===== config.mk =====
export PLATFORM = sky130hd
export DESIGN_NAME = pcl_limit_select
export DESIGN_NICKNAME = d
export VERILOG_FILES = /design/src/hdl/pcl_limit_select.v /design/src/hdl/pcl_source_mux.v
export VERILOG_INCLUDE_DIRS = /design/src /design/src/shared
export SDC_FILE = /design/constraint.sdc
export NUM_CORES = 1
export LEC_CHECK = 0
export BUFFER_PORTS_ARGS = -buffer_cell sky130_fd_sc_hd__buf_2
export CORE_AREA = 2 2 107 57
export DETAILED_ROUTE_END_ITERATION = 16
export DIE_AREA = 0 0 109 59
export PLACE_DENSITY = 0.69
export RECOVER_POWER = 25
export SLEW_MARGIN = 20
export SYNTH_ARGS = -nofsm -noshare
export SYNTH_HDL_FRONTEND = slang
export SYNTH_SLANG_ARGS = --single-unit
export TNS_END_PERCENT = 1

===== constraint.sdc =====
create_clock -name clock -period 1.5 [get_ports clock]
set_input_delay 0.3 -clock clock [delete_from_list [all_inputs] [get_ports clock]]
set_output_delay 0.3 -clock clock [all_outputs]
set_load 0.02 [all_outputs]

===== src/shared/pcl_regs.vh =====
// register map, field positions and codes of the current-limit select block
`ifndef PCL_REGS_VH
`define PCL_REGS_VH

// ----------------------------------------
// register offsets (byte addresses)
// ----------------------------------------
`define PCL_ADDR_W 12
`define PCL_OFF_CTRL 12'h000
`define PCL_OFF_IOCTL 12'h004
`define PCL_OFF_STATUS 12'h008

// ----------------------------------------
// control register fields
// ----------------------------------------
`define PCL_CTRL_MASK 16'h1FFF
`define PCL_CTRL_RESET 16'h0000
`define PCL_SRC_HI 12
`define PCL_SRC_LO 9
`define PCL_POL_BIT 8
`define PCL_MODE_BIT 7

// ----------------------------------------
// pin data register fields
// ----------------------------------------
`define PCL_IOCTL_MASK 16'h000C
`define PCL_IOCTL_RESET 16'h0000
`define PCL_DAT_HI 3
`define PCL_DAT_LO 2

// ----------------------------------------
// status register fields
// ----------------------------------------
`define PCL_ST_ACTIVE 0
`define PCL_ST_RAW 1
`define PCL_ST_VALID 2
`define PCL_ST_HIGH 3
`define PCL_ST_LOW 4

// ----------------------------------------
// source codes
// ----------------------------------------
`define PCL_SRC_CMP1 4'h0
`define PCL_SRC_CMP2 4'h1
`define PCL_SRC_CMP3 4'h2
`define PCL_SRC_CMP4 4'h3
`define PCL_SRC_SH1 4'h8
`define PCL_SRC_SH2 4'h9
`define PCL_SRC_SH3 4'hA
`define PCL_SRC_SH4 4'hB
`define PCL_SRC_IND2 4'hD
`define PCL_SRC_IND4 4'hF

`endif


===== src/hdl/pcl_limit_select.v =====
// current-limit input selection for one pwm generator, with apb registers
`timescale 1ns/1ps
`include "pcl_regs.vh"

// What this block does
// - bits 15 to 13 of the control register are absent and read zero
// - source codes 0 to 3 pick analog comparators one to four
// - source codes 8 to 11 pick shared fault inputs one to four
// - codes 13 and 15 pick independent inputs two and four; others reserved
// - polarity bit zero means active high, one means active low
// - mode bit enables the limit; cleared, the source has no effect
// - during a limit, pin data bits drive high and low pins
module pcl_limit_select (
    input wire clock,
    input wire rst,
    input wire psel,
    input wire penable,
    input wire pwrite,
    input wire [31:0] paddr,
    input wire [31:0] pwdata,
    output reg [31:0] prdata,
    output reg pready,
    output reg pslverr,
    input wire [3:0] comparatorIn,
    input wire [3:0] sharedFaultIn,
    input wire independentFaultIn2,
    input wire independentFaultIn4,
    input wire pwmHighIn,
    input wire pwmLowIn,
    output reg pwmHighPin,
    output reg pwmLowPin,
    output reg limitActive
);

    // ----------------------------------------
    // address decode
    // ----------------------------------------
    function [1:0] decodeAddr;
        input [31:0] addr;
        begin
            if (addr[31:`PCL_ADDR_W] != 20'h00000)
                decodeAddr = 2'h3;
            else if (addr[`PCL_ADDR_W-1:0] == `PCL_OFF_CTRL)
                decodeAddr = 2'h0;
            else if (addr[`PCL_ADDR_W-1:0] == `PCL_OFF_IOCTL)
                decodeAddr = 2'h1;
            else if (addr[`PCL_ADDR_W-1:0] == `PCL_OFF_STATUS)
                decodeAddr = 2'h2;
            else
                decodeAddr = 2'h3;
        end
    endfunction

    reg [15:0] controlReg;
    reg [15:0] ioDataReg;
    reg [31:0] readNext;
    reg errNext;
    wire [1:0] regSel;
    wire setupPhase;
    wire rawLevel;
    wire sourceValid;
    wire signalActive;
    wire limitNext;

    assign regSel = decodeAddr(paddr);
    // one wait state: the slave answers in the second access cycle
    assign setupPhase = psel & penable & ~pready;

    // ----------------------------------------
    // register writes
    // ----------------------------------------
    always @(posedge clock or posedge rst) begin
        if (rst) begin
            controlReg <= `PCL_CTRL_RESET;
            ioDataReg <= `PCL_IOCTL_RESET;
        end else if (setupPhase & pwrite) begin
            if (regSel == 2'h0)
                controlReg <= pwdata[15:0] & `PCL_CTRL_MASK;
            if (regSel == 2'h1)
                ioDataReg <= pwdata[15:0] & `PCL_IOCTL_MASK;
        end
    end

    // ----------------------------------------
    // read mux
    // ----------------------------------------
    always @* begin
        readNext = 32'h00000000;
        errNext = 1'b0;
        case (regSel)
            2'h0: readNext = {16'h0000, controlReg & `PCL_CTRL_MASK};
            2'h1: readNext = {16'h0000, ioDataReg};
            2'h2: begin
                readNext[`PCL_ST_ACTIVE] = limitActive;
                readNext[`PCL_ST_RAW] = rawLevel;
                readNext[`PCL_ST_VALID] = sourceValid;
                readNext[`PCL_ST_HIGH] = pwmHighPin;
                readNext[`PCL_ST_LOW] = pwmLowPin;
            end
            default: errNext = 1'b1;
        endcase
    end

    always @(posedge clock or posedge rst) begin
        if (rst) begin
            prdata <= 32'h00000000;
            pready <= 1'b0;
            pslverr <= 1'b0;
        end else begin
            pready <= setupPhase;
            pslverr <= setupPhase & errNext;
            if (setupPhase & ~pwrite)
                prdata <= readNext;
            else if (setupPhase)
                prdata <= 32'h00000000;
        end
    end

    // ----------------------------------------
    // source selection
    // ----------------------------------------
    pcl_source_mux sourceMux (
        .clock(clock),
        .rst(rst),
        .limitSourceSelect(controlReg[`PCL_SRC_HI:`PCL_SRC_LO]),
        .limitPolarity(controlReg[`PCL_POL_BIT]),
        .comparatorIn(comparatorIn),
        .sharedFaultIn(sharedFaultIn),
        .independentFaultIn2(independentFaultIn2),
        .independentFaultIn4(independentFaultIn4),
        .rawLevel(rawLevel),
        .sourceValid(sourceValid),
        .signalActive(signalActive)
    );

    // ----------------------------------------
    // limit condition and pin override
    // ----------------------------------------
    // mode gate sits after the mux so clearing it takes effect one edge after the write
    assign limitNext = controlReg[`PCL_MODE_BIT] & signalActive;

    always @(posedge clock or posedge rst) begin
        if (rst) begin
            limitActive <= 1'b0;
            pwmHighPin <= 1'b0;
            pwmLowPin <= 1'b0;
        end else begin
            limitActive <= limitNext;
            if (limitNext) begin
                pwmHighPin <= ioDataReg[`PCL_DAT_HI];
                pwmLowPin <= ioDataReg[`PCL_DAT_LO];
            end else begin
                // no limit (mode cleared or source inactive) leaves generator data untouched
                pwmHighPin <= pwmHighIn;
                pwmLowPin <= pwmLowIn;
            end
        end
    end

endmodule


===== src/hdl/pcl_source_mux.v =====
// registered selection of the current-limit source and its polarity
`timescale 1ns/1ps
`include "pcl_regs.vh"

module pcl_source_mux (
    input wire clock,
    input wire rst,
    input wire [3:0] limitSourceSelect,
    input wire limitPolarity,
    input wire [3:0] comparatorIn,
    input wire [3:0] sharedFaultIn,
    input wire independentFaultIn2,
    input wire independentFaultIn4,
    output reg rawLevel,
    output reg sourceValid,
    output reg signalActive
);

    reg pickLevel;
    reg pickValid;

    // ----------------------------------------
    // source decode
    // ----------------------------------------
    always @* begin
        pickLevel = 1'b0;
        pickValid = 1'b1;
        case (limitSourceSelect)
            `PCL_SRC_CMP1: pickLevel = comparatorIn[0];
            `PCL_SRC_CMP2: pickLevel = comparatorIn[1];
            `PCL_SRC_CMP3: pickLevel = comparatorIn[2];
            `PCL_SRC_CMP4: pickLevel = comparatorIn[3];
            `PCL_SRC_SH1: pickLevel = sharedFaultIn[0];
            `PCL_SRC_SH2: pickLevel = sharedFaultIn[1];
            `PCL_SRC_SH3: pickLevel = sharedFaultIn[2];
            `PCL_SRC_SH4: pickLevel = sharedFaultIn[3];
            `PCL_SRC_IND2: pickLevel = independentFaultIn2;
            `PCL_SRC_IND4: pickLevel = independentFaultIn4;
            default: pickValid = 1'b0; // reserved codes select nothing
        endcase
    end

    always @(posedge clock or posedge rst) begin
        if (rst) begin
            rawLevel <= 1'b0;
            sourceValid <= 1'b0;
            signalActive <= 1'b0;
        end else begin
            rawLevel <= pickLevel;
            sourceValid <= pickValid;
            // polarity one means the source is active low
            signalActive <= pickValid & (pickLevel ^ limitPolarity);
        end
    end

endmodule


==> summary.txt, run 1 <==
run status -> finished, violations left
failing checks -> negative setup slack
Final Power -> 1.884 mW
Starting DRT DRC Count -> 67
worst skew pair latency -> 280 ps
dpl hpwl -> 3276 um
vias in the first global route -> 1478
final worst path period share -> 107.4%
via count -> 1478
Setup Skew -> 3.080 ps
fin cells -> 326
Worst Path Max Fanout -> 8
Clock transition at path regs -> 70 ps
placed insts -> 315
RSZ-0062 raised after global routing -> yes
Placer Congestion -> 0.7868
ys async rst share -> 100.0%
top cells by count, synth -> dfrtp_1 (36), buf_4 (19), nand2_1 (18), inv_1 (11), mux2_4 (10)
Seq pwr share -> 52.2%
synth top area cells -> dfrtp_1 (48%), mux2_4 (8.0%), buf_4 (7.6%), mux2_2 (4.2%), o41ai_1 (3.7%)
Die W -> 109 um
CTS buffer count -> 5
initial antenna violation count -> 0
Tot GR Track Use -> 13.85%
Unique masters post-synth -> 33
f_max -> 620.4 MHz
setup_tns -> -1457 ps
count leader, synth -> dfrtp_1
Switching Fraction -> 23.51%
EDFF count, synth -> 0
CP Class -> reg -> reg
Comb pwr share -> 11.8%
Hold Crit Class -> in -> reg
Core Area -> 5396 um^2
# fillers -> 501
CTS H-tree lvls -> 2
Ports -> 118
Peak VDD IR -> 0.0003256 V
Die Ht -> 59 um
# rows -> 19
Leak -> 1.277 nW
Avg Cell Area, Syn -> 11.36 um^2
Clock Path Buffers -> 2
flops & latches, synth -> 36
Max-Cap Viols -> 0
DP Area -> 2307 um^2
Worst EP arrival -> 1770 ps
Slew @ Worst Pin -> 854.2 ps
gr ovfl total -> 0
Setup Viol. Count Final -> 16
diode count -> 0
fin. max-slew vios -> 0
P_sw -> 442.9 uW
clk sinks -> 36
crit path capture type -> register
final worst slack -> -111.7 ps
top-area cell type share of the netlist area -> 48.06%
detailed-route DRC error count -> 0
DRT Pass-1 Iters -> 4
startpoint types -> register
final WL -> 4158 um
WP data required -> 1660 ps
Worst slew margin -> 43.06%
Mapped Area -> 1874 um^2
root buf cell -> clkbuf_8
layout cell share with drive strength beyond 1 -> 47.83%
largest net degree at the start of global routing -> 37
Int Power -> 1.441 mW
Primary FF master, synth -> dfrtp_1
min Tclk post-route -> 1612 ps
synth warn -> 0
DRT antenna net count -> 0
sequential share of the synthesized area -> 48.06%
initial core utilization -> 34.73%
number of port buffers -> 79
post-synthesis instance total -> 165
CTS tree -> done
Hold Vio Cnt, Final -> 0
first-pass GRT wire length -> 6900 um
Finished Cell Area -> 2440 um^2
PwrDens -> 772.1 nW/um^2
Vias per Instance -> 4.534
fin nets -> 333
power share of the clock group -> 36.1%
DR WL/cell -> 12.75 um
Synth-to-Final Area Change -> 30.17%
die area -> 6431 um^2
cell taking the most area after synthesis -> dfrtp_1
through the flow:
stage | utilization (%) | hold WS (ps) | setup WS, ps
final | 45.21 | 251.7 | -111.7
after floorplan | - | 448.5 | -167.3
after global routing | 45.21 | 245.9 | -189.0
after CTS | 45.12 | 118.1 | -95.26
after global placement | 42.75 | 412.1 | -289.2
after detailed placement | 42.75 | 420.4 | -429.1
metal layers:
metal	GRT usage, %	wire length (um)	vias to the layer above
li1	-	-	725
met1	17.21	1726	710
met2	24.58	2199	41
met3	3.516	215	2
met4	3.297	17	0
met5	0	0	-
cell families after synthesis:
family / count (synthesis) / synth area share, %
flops: 36 / 48.06
buf+inv: 40 / 12.75
compound gates: 20 / 8.344
simple gates: 44 / 13.35
mux: 24 / 17.29
other cells: 1 / 0.2001
critical path, cell delays in order (launching register included):
cell	delay (ps)
dfrtp_1	370
nand3b_1	230
nor4b_4	310
nand3_4	120
buf_6	170
mux2_4	290
cell type report:
class / instances / area [um^2] / share of cell area [%]
Timing Repair Buffer: 91 / 490.5 / 20.10
Tap cell: 73 / 91.34 / 3.744
Sequential cell: 36 / 902.1 / 36.97
Clock buffer: 8 / 90.09 / 3.692
Multi-Input combinational cell: 107 / 824.5 / 33.79
Inverter: 11 / 41.29 / 1.692
registers in the layout (all words and copies together), names as in the netlist:
register                count
sourceMux.signalActive      1
ioDataReg                   2
pwmLowPin                   1
pslverr                     1
sourceMux.rawLevel          1
pwmHighPin                  1
prdata                     13
limitActive                 1
pready                      1
controlReg                 13
sourceMux.sourceValid       1
worst paths after layout:
check                           startpoint             to  slack (ps)  cells past startpoint
worst max-delay path                pready  controlReg[2]        -110                      5
worst min-delay path             pwdata[6]  controlReg[6]         250                      2
worst max register to register      pready  controlReg[2]        -110                      5
worst min register to register   prdata[7]      prdata[7]         480                      2
max in group asynchronous              rst  controlReg[9]         650                      3
min in group asynchronous              rst  controlReg[6]         260                      3
timing repair:
item / in CTS / in global routing
hold buffers: 0 / 0
gates resized for setup: 4 / 1
setup endpoints to repair: 27 / 29
pin swaps: 2 / 0
buffers inserted: 3 / 0
placed cells by master (no fill, tap or decap), types with 2 or more instances in the layout:
master     n
buf_2     79
dfrtp_1   35
conb_1    19
nand2_1   18
inv_1     11
mux2_4    10
buf_4      9
nor4_1     8
o41ai_1    8
mux2_2     7
clkbuf_8   6
mux2i_1    5
nor2_1     3
o31ai_1    3
o21ai_0    3
and4_1     2
nand3_4    2
nor2b_1    2
a22oi_1    2
a32oi_1    2
mux4_2     2
clkbuf_1   2
buf_6      2
power groups by stage:
stage	logic [mW]	clock network, mW	registers [mW]
global route	0.247	0.749	0.982
floorplan	0.144	0	1.01
global placement	0.215	0	1.00
CTS	0.224	0.700	0.982
finish	0.221	0.680	0.983
detailed placement	0.222	0	1.00
Power figures use the tool's default switching activity.
==> inputs of run 2 (changes only) <==
SETUP_SLACK_MARGIN = 0.2   (was unset)
==> run 2 against run 1 <==
  * The flow still finishes with violations (negative setup slack)
  * Maximum frequency decreased by 0.93%
  * Wire length up 2.6%
  * Final area rose by 2.0%
  * Critical path depth unchanged
  * Clock power barely moved
  * Clock skew about the same
  * Sequential share of layout area shrank 0.73 points
  * Sequential cell count did not move
  * Register-to-register slack worse by 20 ps
  * Die area did not move
  * Highest routed layer unchanged
==> summary.txt, run 2 (synthesized netlist as in run 1, its figures left out) <==
Core Area -> 5396 um^2 (unchanged)
WHS -> 251.5 ps (-0.1740 ps)
initial antenna violation count -> 0 (unchanged)
DRT Pass-1 Iters -> 4 (unchanged)
Clock Path Buffers -> 2 (unchanged)
Worst slew margin -> 43.19% (+0.13 points)
Hold Path Cell Cnt -> 2 (unchanged)
Ports -> 118 (unchanged)
Die W -> 109 um (unchanged)
Worst EP arrival -> 1790 ps (+20 ps)
dpl hpwl -> 3276 um (unchanged)
CP Class -> reg -> reg
Hold Crit Class -> in -> reg
Slew @ Worst Pin -> 852.2 ps (-1.958 ps)
hold endpoint -> controlReg[6]
fin nets -> 333 (unchanged)
initial core utilization -> 34.73% (unchanged)
fin. max-slew vios -> 0 (unchanged)
Worst Path Max Fanout -> 8 (unchanged)
# fillers -> 494 (-1.4%)
gr ovfl total -> 0 (unchanged)
via count -> 1475 (-0.20%)
RR Endpoint -> controlReg[2]
Setup Viol. Count Final -> 16 (unchanged)
layout cell share with drive strength beyond 1 -> 50.59% (+2.8 points)
vias in the first global route -> 1475 (-0.20%)
PwrDens -> 761.6 nW/um^2 (-1.4%)
WP data required -> 1660 ps (about the same)
commonest non-fill, non-tap cell in the layout -> buf_2
Tot GR Track Use -> 13.95% (+0.097 points)
Synth-to-Final Area Change -> 32.78%
largest net degree at the start of global routing -> 37 (unchanged)
f_max -> 614.7 MHz (-0.93%)
biggest regs -> controlReg (13), prdata (13), ioDataReg (2)
Starting DRT DRC Count -> 60 (-10%)
DR WL/cell -> 13.09 um (+2.6%)
final worst slack -> -126.9 ps (-15.17 ps)
worst skew pair latency -> 280 ps (about the same)
min Tclk post-route -> 1627 ps (+15.17 ps)
CTS tree -> done
failing checks -> negative setup slack
CTS buffer count -> 5 (unchanged)
CTS H-tree lvls -> 2 (unchanged)
DRT antenna net count -> 0 (unchanged)
diode count -> 0 (unchanged)
Peak VDD IR -> 0.0003254 V (about the same)
run status -> finished, violations left
Setup Skew -> 3.358 ps (+0.2780 ps)
most frequent cells in the layout -> buf_2 (79), dfrtp_1 (35), conb_1 (19), nand2_1 (18), inv_1 (11)
detailed-route DRC error count -> 0 (unchanged)
root buf cell -> clkbuf_8
Max-Cap Viols -> 0 (unchanged)
cells on worst reg2reg path -> 5 (unchanged)
Placer Congestion -> 0.7868 (unchanged)
# rows -> 19 (unchanged)
Clock transition at path regs -> 70 ps (about the same)
startpoint types -> register
Vias per Instance -> 4.525 (-0.20%)
Hold Vio Cnt, Final -> 0 (unchanged)
die area -> 6431 um^2 (unchanged)
final WL -> 4267 um (+2.6%)
r2r setup slk -> -130 ps (-20 ps)
Leak -> 1.287 nW (+0.83%)
FF-to-FF Start -> pready
number of port buffers -> 79 (unchanged)
RSZ-0062 raised after global routing -> yes
first-pass GRT wire length -> 6948 um (+0.70%)
hold_sp -> pwdata[6]
clk sinks -> 36 (unchanged)
final worst path period share -> 108.5% (+1.0 points)
Die Ht -> 59 um (unchanged)
placed insts -> 315 (unchanged)
crit path capture type -> register
Final Util -> 46.12% (+0.90 points)
fin cells -> 326 (unchanged)
-- run 2: cell counts in the layout (fill, tap and decap cells not counted) --
Identical to the previous run, type by type.
-- run 2: power breakdown --
| part | internal [mW] | leakage (nW) | switching, mW | total, mW |
|---|---|---|---|---|
| clock network | 0.374 | 0.0455 | 0.307 | 0.681 |
| registers | 0.979 | 0.485 | 0.00344 | 0.983 |
| logic | 0.0899 | 0.756 | 0.141 | 0.231 |
-- run 2: final cells by class --
| type | count | area, um^2 | share of cell area, % |
|---|---|---|---|
| Sequential cell | 36 | 902.1 | 36.25 |
| Inverter | 11 | 41.29 | 1.659 |
| Multi-Input combinational cell | 107 | 869.6 | 34.94 |
| Timing Repair Buffer | 91 | 494.2 | 19.86 |
| Clock buffer | 8 | 90.09 | 3.620 |
| Tap cell | 73 | 91.34 | 3.670 |
-- run 2: per-stage QoR --
stage               total power, mW  cell area, um^2  TNS [ps]  worst slack, ps
finish                        1.895             2489     -1655           -126.9
global route                  1.987             2489     -2767           -189.0
CTS                           1.910             2459     -1246           -95.26
detailed placement            1.223             2307     -9856           -429.1
global placement              1.215             2307     -6787           -289.2
floorplan                     1.151             1951     -1673           -167.3
-- run 2: worst max-delay path by stage --
stage	start	endpoint	slack (ps)
finish	pready	controlReg[2]	-130
CTS	pready	controlReg[2]	-100
floorplan	pready	controlReg[0]	-170
global route	pready	controlReg[2]	-190
detailed placement	paddr[5]	prdata[10]	-430
global placement	paddr[9]	prdata[10]	-290
-- run 2: metal layers --
metal  GRT usage, %  vias up  wire [um]
li1               -      724          -
met1          17.35      716       1801
met2          24.76       33       2262
met3          3.516        2        185
met4          3.297        0         17
met5              0        -          0
-- run 2: critical path: stages, from the launching register on --
cell	delay (ps)
dfrtp_1	370
nand3b_1	230
nor4b_4	310
nand3_4	130
buf_6	170
mux2_4	290
-- run 2: what timing repair did --
action	4_1_cts	5_1_grt
setup endpoints to repair	30	30
hold endpoints to repair	0	0
buffers inserted	3	0
hold buffers	0	0
pin swaps	6	4
resized for setup	8	6
